`src/rtl/hmo_pkg.sv`:
```
// Package: register map, field positions and shared types of the monitor
package hmo_pkg;
   // Register indices; byte address is four times the index
   localparam logic [7:0] IDX_CPU_OFFSET = 8'h55;
   localparam logic [7:0] IDX_AUX_OFFSET = 8'h56;
   localparam logic [7:0] IDX_STATUS_A = 8'h59;
   localparam logic [7:0] IDX_STATUS_B = 8'h5a;
   localparam logic [7:0] IDX_EVT_STATUS = 8'h60;
   localparam logic [7:0] IDX_EVT_MASK = 8'h61;
   localparam int ADDR_W = 10;
   localparam int IDX_LSB = 2;
   // Reset values
   localparam logic [7:0] OFFSET_RST = 8'h00;
   localparam logic [7:0] STATUS_RST = 8'h00;
   localparam logic [15:0] EVT_RST = 16'h0000;
   // Status A fields
   localparam int SA_CPU_FAN0 = 7;
   localparam int SA_SYS_FAN = 6;
   localparam int SA_CPU_TEMP = 5;
   localparam int SA_SYS_TEMP = 4;
   localparam int SA_VOLT_HI = 3;
   // Status B fields
   localparam int SB_CPU_FAN0_WARN = 7;
   localparam int SB_SYS_FAN_WARN = 6;
   localparam int SB_AUX_TEMP = 5;
   localparam int SB_INTRUSION = 4;
   localparam int SB_AUX_FAN0 = 3;
   localparam int SB_CPU_FAN1 = 2;
   localparam int SB_CPU_FAN1_WARN = 1;
   localparam int SB_AIN1 = 0;
   // Index into fan and warning vectors
   localparam int FAN_CPU0 = 0;
   localparam int FAN_SYS = 1;
   localparam int FAN_AUX0 = 2;
   localparam int FAN_CPU1 = 3;
   localparam int WARN_SYS = 0;
   localparam int WARN_CPU0 = 1;
   localparam int WARN_CPU1 = 2;
   localparam int NUM_WARN = 3;
   // Avalon response codes
   localparam logic [1:0] RESP_OKAY = 2'b00;
   localparam logic [1:0] RESP_SLVERR = 2'b10;
   // Target warning dwell: three minutes
   localparam longint unsigned WARN_TIME_S = 180;
   localparam longint unsigned CLK_HZ = 50000000;
   localparam longint unsigned WARN_CYCLES = WARN_TIME_S * CLK_HZ;
   localparam int WARN_CNT_W = 34;
   // Saturation limits of a signed 8-bit reading
   localparam logic [7:0] TEMP_MAX = 8'h7f;
   localparam logic [7:0] TEMP_MIN = 8'h80;

   // Limit pair of one temperature channel
   typedef struct packed {
      logic [7:0] over;
      logic [7:0] hyst;
   } hmo_temp_lim_s;

   // Fan-control state of one automatic target-temperature loop
   typedef struct packed {
      logic auto_mode;
      logic full_speed;
      logic over_target;
   } hmo_fan_ctl_s;
endpackage : hmo_pkg

```
`src/rtl/hmo_monitor_status.sv`:
```
// Module: temperature offsets, live status flags and register slave
//
// The Avalon-MM register port is this design's own decision.
`timescale 1ns/1ps
`default_nettype none
// Summary of operation
// [RQ1] CPU temperature reading is monitored value plus CPU offset register.
// [RQ2] Auxiliary temperature reading is monitored value plus auxiliary offset.
// [RQ3] Status A bits 7, 6 show CPU fan 0 and system fan over count.
// [RQ4] Status B bits 3, 2 show auxiliary fan 0 and CPU fan 1 count.
// [RQ5] Temperature flags set when reading exceeds its over-temperature limit.
// [RQ6] Temperature flags clear once reading falls below hysteresis limit.
// [RQ7] Status A bits 3..0 flag out-of-window voltage inputs.
// [RQ8] Status B bit 0 flags analog input one out of window.
// [RQ9] Status B bit 4 shows a latched chassis intrusion.
// [RQ10] Status B bit 6 warns system fan loop over target three minutes.
// [RQ11] Status B bit 7 warns CPU fan 0 loop over target three minutes.
// [RQ12] Status B bit 1 warns CPU fan 1 loop over target three minutes.
// [RQ13] Both status registers are 8-bit read-only; writes change nothing.
// [RQ14] Flags refresh after each conversion cycle; reads have no side effect.
// [RQ15] Offsets are signed two's-complement values added to readings.
module hmo_monitor_status #(
   parameter longint unsigned WARN_COUNT = hmo_pkg::WARN_CYCLES
) (
   input wire logic i_clk,
   input wire logic i_nrst,
   // Avalon-MM slave
   input wire logic [hmo_pkg::ADDR_W-1:0] i_avs_address,
   input wire logic i_avs_read,
   input wire logic i_avs_write,
   input wire logic [31:0] i_avs_writedata,
   input wire logic [3:0] i_avs_byteenable,
   output logic [31:0] o_avs_readdata,
   output logic [1:0] o_avs_response,
   output logic o_avs_waitrequest,
   // Monitor sampling results
   input wire logic i_conv_done,
   input wire logic [7:0] i_cpu_temp_channel,
   input wire logic [7:0] i_system_temp_channel,
   input wire logic [7:0] i_aux_temp_channel,
   input wire hmo_pkg::hmo_temp_lim_s i_cpu_temp_lim,
   input wire hmo_pkg::hmo_temp_lim_s i_system_temp_lim,
   input wire hmo_pkg::hmo_temp_lim_s i_aux_temp_lim,
   input wire logic [3:0] i_fan_over_count,
   input wire logic [3:0] i_volt_out_of_range,
   input wire logic i_analog_in1_out_of_range,
   input wire logic i_chassis_intrusion,
   input wire logic i_intrusion_clear,
   input wire hmo_pkg::hmo_fan_ctl_s [hmo_pkg::NUM_WARN-1:0] i_fan_ctl,
   // Adjusted readings and flags
   output logic [7:0] o_cpu_temp_reading,
   output logic [7:0] o_aux_temp_reading,
   output logic [7:0] o_live_monitor_status_a,
   output logic [7:0] o_live_monitor_status_b,
   output logic o_irq
);
   import hmo_pkg::*;

   // Bus handshake states
   typedef enum logic [0:0] {
      BUS_IDLE = 1'b0,
      BUS_ANSWER = 1'b1
   } hmo_bus_e;

   // Bus handshake and register file state
   hmo_bus_e bus_state;
   logic [7:0] cpu_temp_offset;
   logic [7:0] aux_temp_offset;
   logic [7:0] live_monitor_status_a;
   logic [7:0] live_monitor_status_b;
   logic [15:0] event_status;
   logic [15:0] event_mask;

   // Intrusion synchroniser and latch
   logic intr_sync1;
   logic intr_sync2;
   logic intrusion_latched_flag;

   // Temperature alarms and fan-loop warnings
   logic cpu_temp_alarm;
   logic system_temp_alarm;
   logic aux_temp_alarm;
   logic [NUM_WARN-1:0] target_warning;
   logic [WARN_CNT_W-1:0] warn_cnt [NUM_WARN];

   // Corrected readings and next flag values
   logic [7:0] cpu_reading;
   logic [7:0] aux_reading;
   logic next_cpu_alarm;
   logic next_sys_alarm;
   logic next_aux_alarm;
   logic [7:0] next_status_a;
   logic [7:0] next_status_b;
   logic [15:0] new_events;
   logic [15:0] evt_clr;

   // Bus decode
   logic [7:0] idx;
   logic bus_req;
   logic wr_done;
   logic [31:0] rd_word;
   logic rd_hit;

   // Signed add with saturation to the 8-bit reading range
   function automatic logic [7:0] add_offset(input logic [7:0] value,
                                             input logic [7:0] offset);
      logic [8:0] sum;
      sum = {value[7], value} + {offset[7], offset};
      if (sum[8] != sum[7]) begin
         add_offset = sum[8] ? TEMP_MIN : TEMP_MAX;
      end else begin
         add_offset = sum[7:0];
      end
   endfunction : add_offset

   // Hysteresis comparator on signed readings
   function automatic logic temp_flag(input logic prev,
                                      input logic [7:0] reading,
                                      input hmo_temp_lim_s lim);
      if ($signed(reading) > $signed(lim.over)) begin
         temp_flag = 1'b1;
      end else if ($signed(reading) < $signed(lim.hyst)) begin
         temp_flag = 1'b0;
      end else begin
         temp_flag = prev;
      end
   endfunction : temp_flag

   // Offset-corrected readings
   always_comb begin
      cpu_reading = add_offset(i_cpu_temp_channel, cpu_temp_offset); // [RQ1] [RQ15]
      aux_reading = add_offset(i_aux_temp_channel, aux_temp_offset); // [RQ2] [RQ15]
   end

   // Readings registered onto the outputs
   always_ff @(posedge i_clk or negedge i_nrst) begin
      if (!i_nrst) begin
         o_cpu_temp_reading <= OFFSET_RST;
         o_aux_temp_reading <= OFFSET_RST;
      end else begin
         o_cpu_temp_reading <= cpu_reading; // [RQ1]
         o_aux_temp_reading <= aux_reading; // [RQ2]
      end
   end

   // Next temperature flags with hysteresis
   always_comb begin
      next_cpu_alarm = temp_flag(cpu_temp_alarm, cpu_reading,
                                 i_cpu_temp_lim); // [RQ5] [RQ6]
      next_sys_alarm = temp_flag(system_temp_alarm, i_system_temp_channel,
                                 i_system_temp_lim); // [RQ5] [RQ6]
      next_aux_alarm = temp_flag(aux_temp_alarm, aux_reading,
                                 i_aux_temp_lim); // [RQ5] [RQ6]
   end

   // Temperature flag state, advanced per conversion
   always_ff @(posedge i_clk or negedge i_nrst) begin
      if (!i_nrst) begin
         cpu_temp_alarm <= 1'b0;
         system_temp_alarm <= 1'b0;
         aux_temp_alarm <= 1'b0;
      end else if (i_conv_done) begin
         cpu_temp_alarm <= next_cpu_alarm; // [RQ14]
         system_temp_alarm <= next_sys_alarm;
         aux_temp_alarm <= next_aux_alarm;
      end
   end

   // Intrusion pin synchroniser
   always_ff @(posedge i_clk or negedge i_nrst) begin
      if (!i_nrst) begin
         intr_sync1 <= 1'b0;
         intr_sync2 <= 1'b0;
      end else begin
         intr_sync1 <= i_chassis_intrusion;
         intr_sync2 <= intr_sync1;
      end
   end

   // Intrusion latch; a new detection beats a clear
   always_ff @(posedge i_clk or negedge i_nrst) begin
      if (!i_nrst) begin
         intrusion_latched_flag <= 1'b0;
      end else if (intr_sync2) begin
         intrusion_latched_flag <= 1'b1; // [RQ9]
      end else if (i_intrusion_clear) begin
         intrusion_latched_flag <= 1'b0;
      end
   end

   // Three-minute dwell timers of the fan-control loops
   for (genvar g = 0; g < NUM_WARN; g++) begin : g_warn
      logic dwell;
      assign dwell = i_fan_ctl[g].auto_mode && i_fan_ctl[g].full_speed &&
                     i_fan_ctl[g].over_target;
      // Counter holds at the limit; a drop of dwell clears both
      always_ff @(posedge i_clk or negedge i_nrst) begin
         if (!i_nrst) begin
            warn_cnt[g] <= '0;
            target_warning[g] <= 1'b0;
         end else if (!dwell) begin
            warn_cnt[g] <= '0;
            target_warning[g] <= 1'b0;
         end else if (warn_cnt[g] >= WARN_CNT_W'(WARN_COUNT - 1)) begin
            target_warning[g] <= 1'b1; // [RQ10] [RQ11] [RQ12]
         end else begin
            warn_cnt[g] <= warn_cnt[g] + WARN_CNT_W'(1);
         end
      end
   end

   // Assembly of both live status bytes
   always_comb begin
      next_status_a = STATUS_RST;
      next_status_a[SA_CPU_FAN0] = i_fan_over_count[FAN_CPU0]; // [RQ3]
      next_status_a[SA_SYS_FAN] = i_fan_over_count[FAN_SYS]; // [RQ3]
      next_status_a[SA_CPU_TEMP] = next_cpu_alarm; // [RQ5]
      next_status_a[SA_SYS_TEMP] = next_sys_alarm; // [RQ5]
      next_status_a[SA_VOLT_HI:0] = i_volt_out_of_range; // [RQ7]
      next_status_b = STATUS_RST;
      next_status_b[SB_CPU_FAN0_WARN] = target_warning[WARN_CPU0]; // [RQ11]
      next_status_b[SB_SYS_FAN_WARN] = target_warning[WARN_SYS]; // [RQ10]
      next_status_b[SB_AUX_TEMP] = next_aux_alarm; // [RQ5]
      next_status_b[SB_INTRUSION] = intrusion_latched_flag; // [RQ9]
      next_status_b[SB_AUX_FAN0] = i_fan_over_count[FAN_AUX0]; // [RQ4]
      next_status_b[SB_CPU_FAN1] = i_fan_over_count[FAN_CPU1]; // [RQ4]
      next_status_b[SB_CPU_FAN1_WARN] = target_warning[WARN_CPU1]; // [RQ12]
      next_status_b[SB_AIN1] = i_analog_in1_out_of_range; // [RQ8]
      new_events = {next_status_b, next_status_a} &
                   ~{live_monitor_status_b, live_monitor_status_a};
   end

   // Live status registers, refreshed only by conversions
   always_ff @(posedge i_clk or negedge i_nrst) begin
      if (!i_nrst) begin
         live_monitor_status_a <= STATUS_RST;
         live_monitor_status_b <= STATUS_RST;
      end else if (i_conv_done) begin
         live_monitor_status_a <= next_status_a; // [RQ14]
         live_monitor_status_b <= next_status_b; // [RQ14] [RQ13]
      end
   end

   // Status mirrored onto the outputs
   always_ff @(posedge i_clk or negedge i_nrst) begin
      if (!i_nrst) begin
         o_live_monitor_status_a <= STATUS_RST;
         o_live_monitor_status_b <= STATUS_RST;
      end else begin
         o_live_monitor_status_a <= live_monitor_status_a;
         o_live_monitor_status_b <= live_monitor_status_b;
      end
   end

   // Bus decode helpers
   assign idx = i_avs_address[IDX_LSB +: 8];
   assign bus_req = i_avs_read || i_avs_write;
   assign wr_done = (bus_state == BUS_ANSWER) && i_avs_write;

   // Handshake: one wait cycle, then waitrequest low for one edge
   always_ff @(posedge i_clk or negedge i_nrst) begin
      if (!i_nrst) begin
         bus_state <= BUS_IDLE;
         o_avs_waitrequest <= 1'b1;
      end else begin
         case (bus_state)
            BUS_IDLE: begin
               if (bus_req) begin
                  bus_state <= BUS_ANSWER;
                  o_avs_waitrequest <= 1'b0;
               end
            end
            BUS_ANSWER: begin
               bus_state <= BUS_IDLE;
               o_avs_waitrequest <= 1'b1;
            end
            default: begin
               bus_state <= BUS_IDLE;
               o_avs_waitrequest <= 1'b1;
            end
         endcase
      end
   end

   // Read multiplexer; status reads have no side effect
   always_comb begin
      rd_word = 32'h0000_0000;
      rd_hit = 1'b1;
      if (idx == IDX_CPU_OFFSET) begin
         rd_word[7:0] = cpu_temp_offset;
      end else if (idx == IDX_AUX_OFFSET) begin
         rd_word[7:0] = aux_temp_offset;
      end else if (idx == IDX_STATUS_A) begin
         rd_word[7:0] = live_monitor_status_a; // [RQ14]
      end else if (idx == IDX_STATUS_B) begin
         rd_word[7:0] = live_monitor_status_b;
      end else if (idx == IDX_EVT_STATUS) begin
         rd_word[15:0] = event_status;
      end else if (idx == IDX_EVT_MASK) begin
         rd_word[15:0] = event_mask;
      end else begin
         rd_hit = 1'b0;
      end
   end

   // Read data and response, valid while waitrequest is low
   always_ff @(posedge i_clk or negedge i_nrst) begin
      if (!i_nrst) begin
         o_avs_readdata <= 32'h0000_0000;
         o_avs_response <= RESP_OKAY;
      end else if (bus_state == BUS_IDLE && bus_req) begin
         o_avs_readdata <= i_avs_read ? rd_word : 32'h0000_0000;
         o_avs_response <= rd_hit ? RESP_OKAY : RESP_SLVERR;
      end
   end

   // Offset registers, written on the completing edge
   always_ff @(posedge i_clk or negedge i_nrst) begin
      if (!i_nrst) begin
         cpu_temp_offset <= OFFSET_RST;
         aux_temp_offset <= OFFSET_RST;
      end else if (wr_done && i_avs_byteenable[0]) begin
         if (idx == IDX_CPU_OFFSET) begin
            cpu_temp_offset <= i_avs_writedata[7:0]; // [RQ1]
         end else if (idx == IDX_AUX_OFFSET) begin
            aux_temp_offset <= i_avs_writedata[7:0]; // [RQ2]
         end
      end
   end

   // Event mask, byte lanes 0 and 1
   always_ff @(posedge i_clk or negedge i_nrst) begin
      if (!i_nrst) begin
         event_mask <= EVT_RST;
      end else if (wr_done && idx == IDX_EVT_MASK) begin
         if (i_avs_byteenable[0]) begin
            event_mask[7:0] <= i_avs_writedata[7:0];
         end
         if (i_avs_byteenable[1]) begin
            event_mask[15:8] <= i_avs_writedata[15:8];
         end
      end
   end

   // Write-one-to-clear mask of the event status, by byte lane
   always_comb begin
      evt_clr = EVT_RST;
      if (wr_done && idx == IDX_EVT_STATUS) begin
         evt_clr = i_avs_writedata[15:0] &
                   {{8{i_avs_byteenable[1]}}, {8{i_avs_byteenable[0]}}};
      end
   end

   // Sticky events on rising flags; set beats write-one-to-clear
   always_ff @(posedge i_clk or negedge i_nrst) begin
      if (!i_nrst) begin
         event_status <= EVT_RST;
      end else begin
         event_status <= (event_status & ~evt_clr) |
                         (i_conv_done ? new_events : EVT_RST);
      end
   end

   // Level interrupt from unmasked events
   always_ff @(posedge i_clk or negedge i_nrst) begin
      if (!i_nrst) begin
         o_irq <= 1'b0;
      end else begin
         o_irq <= |(event_status & event_mask);
      end
   end
endmodule : hmo_monitor_status
`default_nettype wire

```
`config.mk`:
```
export PLATFORM = sky130hd
export DESIGN_NAME = hmo_monitor_status
export DESIGN_NICKNAME = d
export VERILOG_FILES = /design/src/rtl/hmo_pkg.sv /design/src/rtl/hmo_monitor_status.sv
export SDC_FILE = /design/constraint.sdc
export NUM_CORES = 1
export LEC_CHECK = 0
export ABC_AREA = 1
export BUFFER_PORTS_ARGS = -buffer_cell sky130_fd_sc_hd__buf_2
export CAP_MARGIN = 5
export CORE_UTILIZATION = 55
export CTS_BUF_LIST = sky130_fd_sc_hd__clkbuf_8
export DETAILED_ROUTE_END_ITERATION = 12
export PLACE_DENSITY = 0.81
export SYNTH_ARGS = -nofsm -noshare
export SYNTH_HDL_FRONTEND = slang
export SYNTH_SLANG_ARGS = --single-unit
```
`constraint.sdc`:
```
create_clock -name i_clk -period 3.8 [get_ports i_clk]
set_input_delay 0.38 -clock i_clk [delete_from_list [all_inputs] [get_ports i_clk]]
set_output_delay 0.38 -clock i_clk [all_outputs]
set_load 0.05 [all_outputs]
```
==> metrics.yaml <==
status: "complete, no violations"
final_common_cell: "nand2_1"
ys_seq_elements: 224
crit_path_frequent_cell: "nand2_1"
final_cell_mix: "nand2_1 (402), inv_1 (265), dfrtp_1 (223), buf_2 (172), nor2_1 (156)"
worstSetupEndpointType: "flip-flop"
powerDensity_nw_per_um2: 364
drt_wl_total_mm: 37.2
post-route-min-period_ns: 3.49
synth_ff_type: "dfrtp_1"
drt_iter0_drc: 1207
antenna_found_initial: 1
num_rows: 57
worst_slew_pin_slew_ns: 1.00
met1_usage: 0.385
insertion_delay_ns: 0.57
post_cts_buffers: 0
cts_root_buf: "clkbuf_8"
synthArstFlopShare: 1.00
overflow: 0
dieArea_um2: 25600
whs_ns: 0.0316
arrival_ns: 3.89
fin_util: 0.648
die_h_um: 160
drive_gt1_frac: 0.165
wl_per_cell_um: 15.9
grt_max_degree: 116
seq_area_frac_synth: 0.408
max_cap_viol_count: 0
grt_usage: 0.296
area_growth_pct: 14.9
path_clk_slew_ns: 0.06
synth.distinct_cells: 54
synth_edf_count: 0
critPathMaxFanout: 8
cts_buffers: 40
setup_violations: 0
syn-mean-instance-area_um2: 7.66
via_per_inst: 5.56
final_antenna_net_count: 0
grt_pass1_vias: 12800
fp.dieW_um: 160
maxSlewViolCount: 0
start_util: 0.564
hpwl_mm: 27.9
post-route-period-util: 0.919
min_path_type: "input pin to flip-flop"
grt_use_met3: 0.0369
cts.sinks: 224
crit_chain: "ha_1, fa_1, nand2_1, nand2_1, nand3_1, nand2_1, nand2_1, nand2_1, inv_1, nand2_1, a21oi_1, ha_1, nand2_1, inv_1, a221oi_1, o221ai_1, nand2_1, o21ai_0, o211ai_1, o21ai_0"
cp_top_family: "compound AO/OA/AOI/OAI gates"
synth_top_cell_by_area: "dfrtp_1"
syn_inst: 1796
port_buffers: 173
clock_skew_ns: 0.0383
met2_usage: 0.496
cts_max_level: 2
layout.nets: 2198
grt_pass1_wl_mm: 61.8
busiest_layer: "met2"
fin_tns_setup_ns: 0
startpoint_type: "flip-flop"
cpPeakStageDelay_ns: 0.41
ys.warnings.count: 0
cts_buffer_depth: 3
drc_errors: 0
cts_tree: "yes"
max-slew-margin-rel: 0.323
top_level_ports: 211
slowest_stage: "dfrtp_1"
crit_required_ns: 4.20
first_pass_iters: 6
vias: 13000
core_area_um2: 24400
rsz0062_at_grt: "no"
synthTopCellsByArea: "dfrtp_1 (41%), nand2_1 (11%), inv_1 (7.1%)"
fmax_mhz: 286
synth.top_cell.area_share: 0.406
syn_area_um2: 13800
hold_viol_final: 0
power_leakage_nw: 7.44
path_class: "flip-flop to flip-flop"
crit_buf_inv: 2
ir_worst_vdd_uv: 233
gp_congestion: 0.952
## layout make-up
type | instances | area, um2
timing repair buffer | 184 | 978
fill | 2177 | 8590
inverter | 269 | 1010
sequential | 224 | 5610
tap | 324 | 405
antenna | 1 | 2.50
multi-input combinational | 1270 | 6880
clock buffer | 47 | 647
clock inverter | 25 | 270
## worst reg2reg max path, delay by kind of cell (launching register included)
| kind | cells | cell delay [ns] |
|---|---|---|
| compound gates | 6 | 1.04 |
| fa+ha+maj | 3 | 0.93 |
| simple gates | 9 | 0.82 |
| flops | 1 | 0.41 |
| buf+inv | 2 | 0.13 |
## path summary, 6_finish.rpt
| path | startpoint | endpoint | slack (ns) | cells after the start |
|---|---|---|---|---|
| max | aux_temp_offset[0] | event_status[13] | 0.31 | 20 |
| min | i_fan_over_count[2] | live_monitor_status_b[3] | 0.03 | 3 |
| max reg2reg | aux_temp_offset[0] | event_status[13] | 0.31 | 20 |
| min reg2reg | intr_sync1 | intr_sync2 | 0.36 | 0 |
| max in group asynchronous | i_nrst | warn_cnt[81] | 2.28 | 3 |
| min in group asynchronous | i_nrst | o_aux_temp_reading[4] | 0.48 | 2 |
## sequential cells by signal (all words and copies together) (netlist names), 8 cells and up
register and cells:
aux_temp_offset 8, cpu_temp_offset 8, event_mask 16, event_status 16
live_monitor_status_a 8, live_monitor_status_b 8, o_aux_temp_reading 8, o_avs_readdata 16
o_cpu_temp_reading 8, o_live_monitor_status_a 8, o_live_monitor_status_b 8, warn_cnt 102
## cell usage after synthesis (3+ instances only)
cell and n:
buf_2 4, nand4_1 58, nand3_1 90, a21oi_2 3, nor4_2 4, a31oi_1 4, inv_2 7, or2_2 3
nand2_1 402, o21ai_1 27, inv_1 260, ha_1 64, buf_6 7, nand2_4 8, nor2_4 4, o31ai_1 5
nor2_2 4, o21ai_0 122, nor4_1 15, a32o_1 8, nor2_1 156, o21bai_1 3, o21ai_2 38, o211ai_1 7
nand3_2 3, xor2_1 33, dfrtp_1 223, buf_4 19, a21oi_1 59, clkbuf_1 19, o22ai_1 10, o221ai_1 10
nor3_1 80, nand2_2 7, xnor2_1 3
## routing by layer
metal | vias up | share of wire
li1 | 6326 | -
met1 | 6111 | 0.44
met2 | 489 | 0.47
met3 | 98 | 0.056
met4 | 0 | 0.038
met5 | - | 0
## what timing repair did
action	4_1_cts	5_1_grt
hold buffers	3	0
endpoints found under the setup margin	0	2
resized for setup	0	3
hold endpoints to repair	113	0
## where the power goes
part           switching (mW)  internal (mW)
Clock                    1.11           1.49
Sequential             0.0480           2.45
Combinational           0.468          0.185
## stage by stage
step                power [mW]  std cells  setup slack, ns  area [um2]
finish                    5.75       2344            0.307       15800
global route              5.96       2344           0.0158       15800
CTS                       5.78       2343            0.299       15800
detailed placement        3.19       2268            0.192       14900
global placement          3.17       2268            0.342       14900
floorplan                 2.94       1812            0.805       13800
## kinds of logic after synthesis
family | synth area share
AND/OR/NAND/NOR | 0.273
adder cells (fa/ha/maj) | 0.0611
buffers and inverters | 0.0962
other | 0.000273
AO/OA/AOI/OAI | 0.139
flip-flops | 0.408
XOR/XNOR | 0.0229
Power figures use the tool's default switching activity.
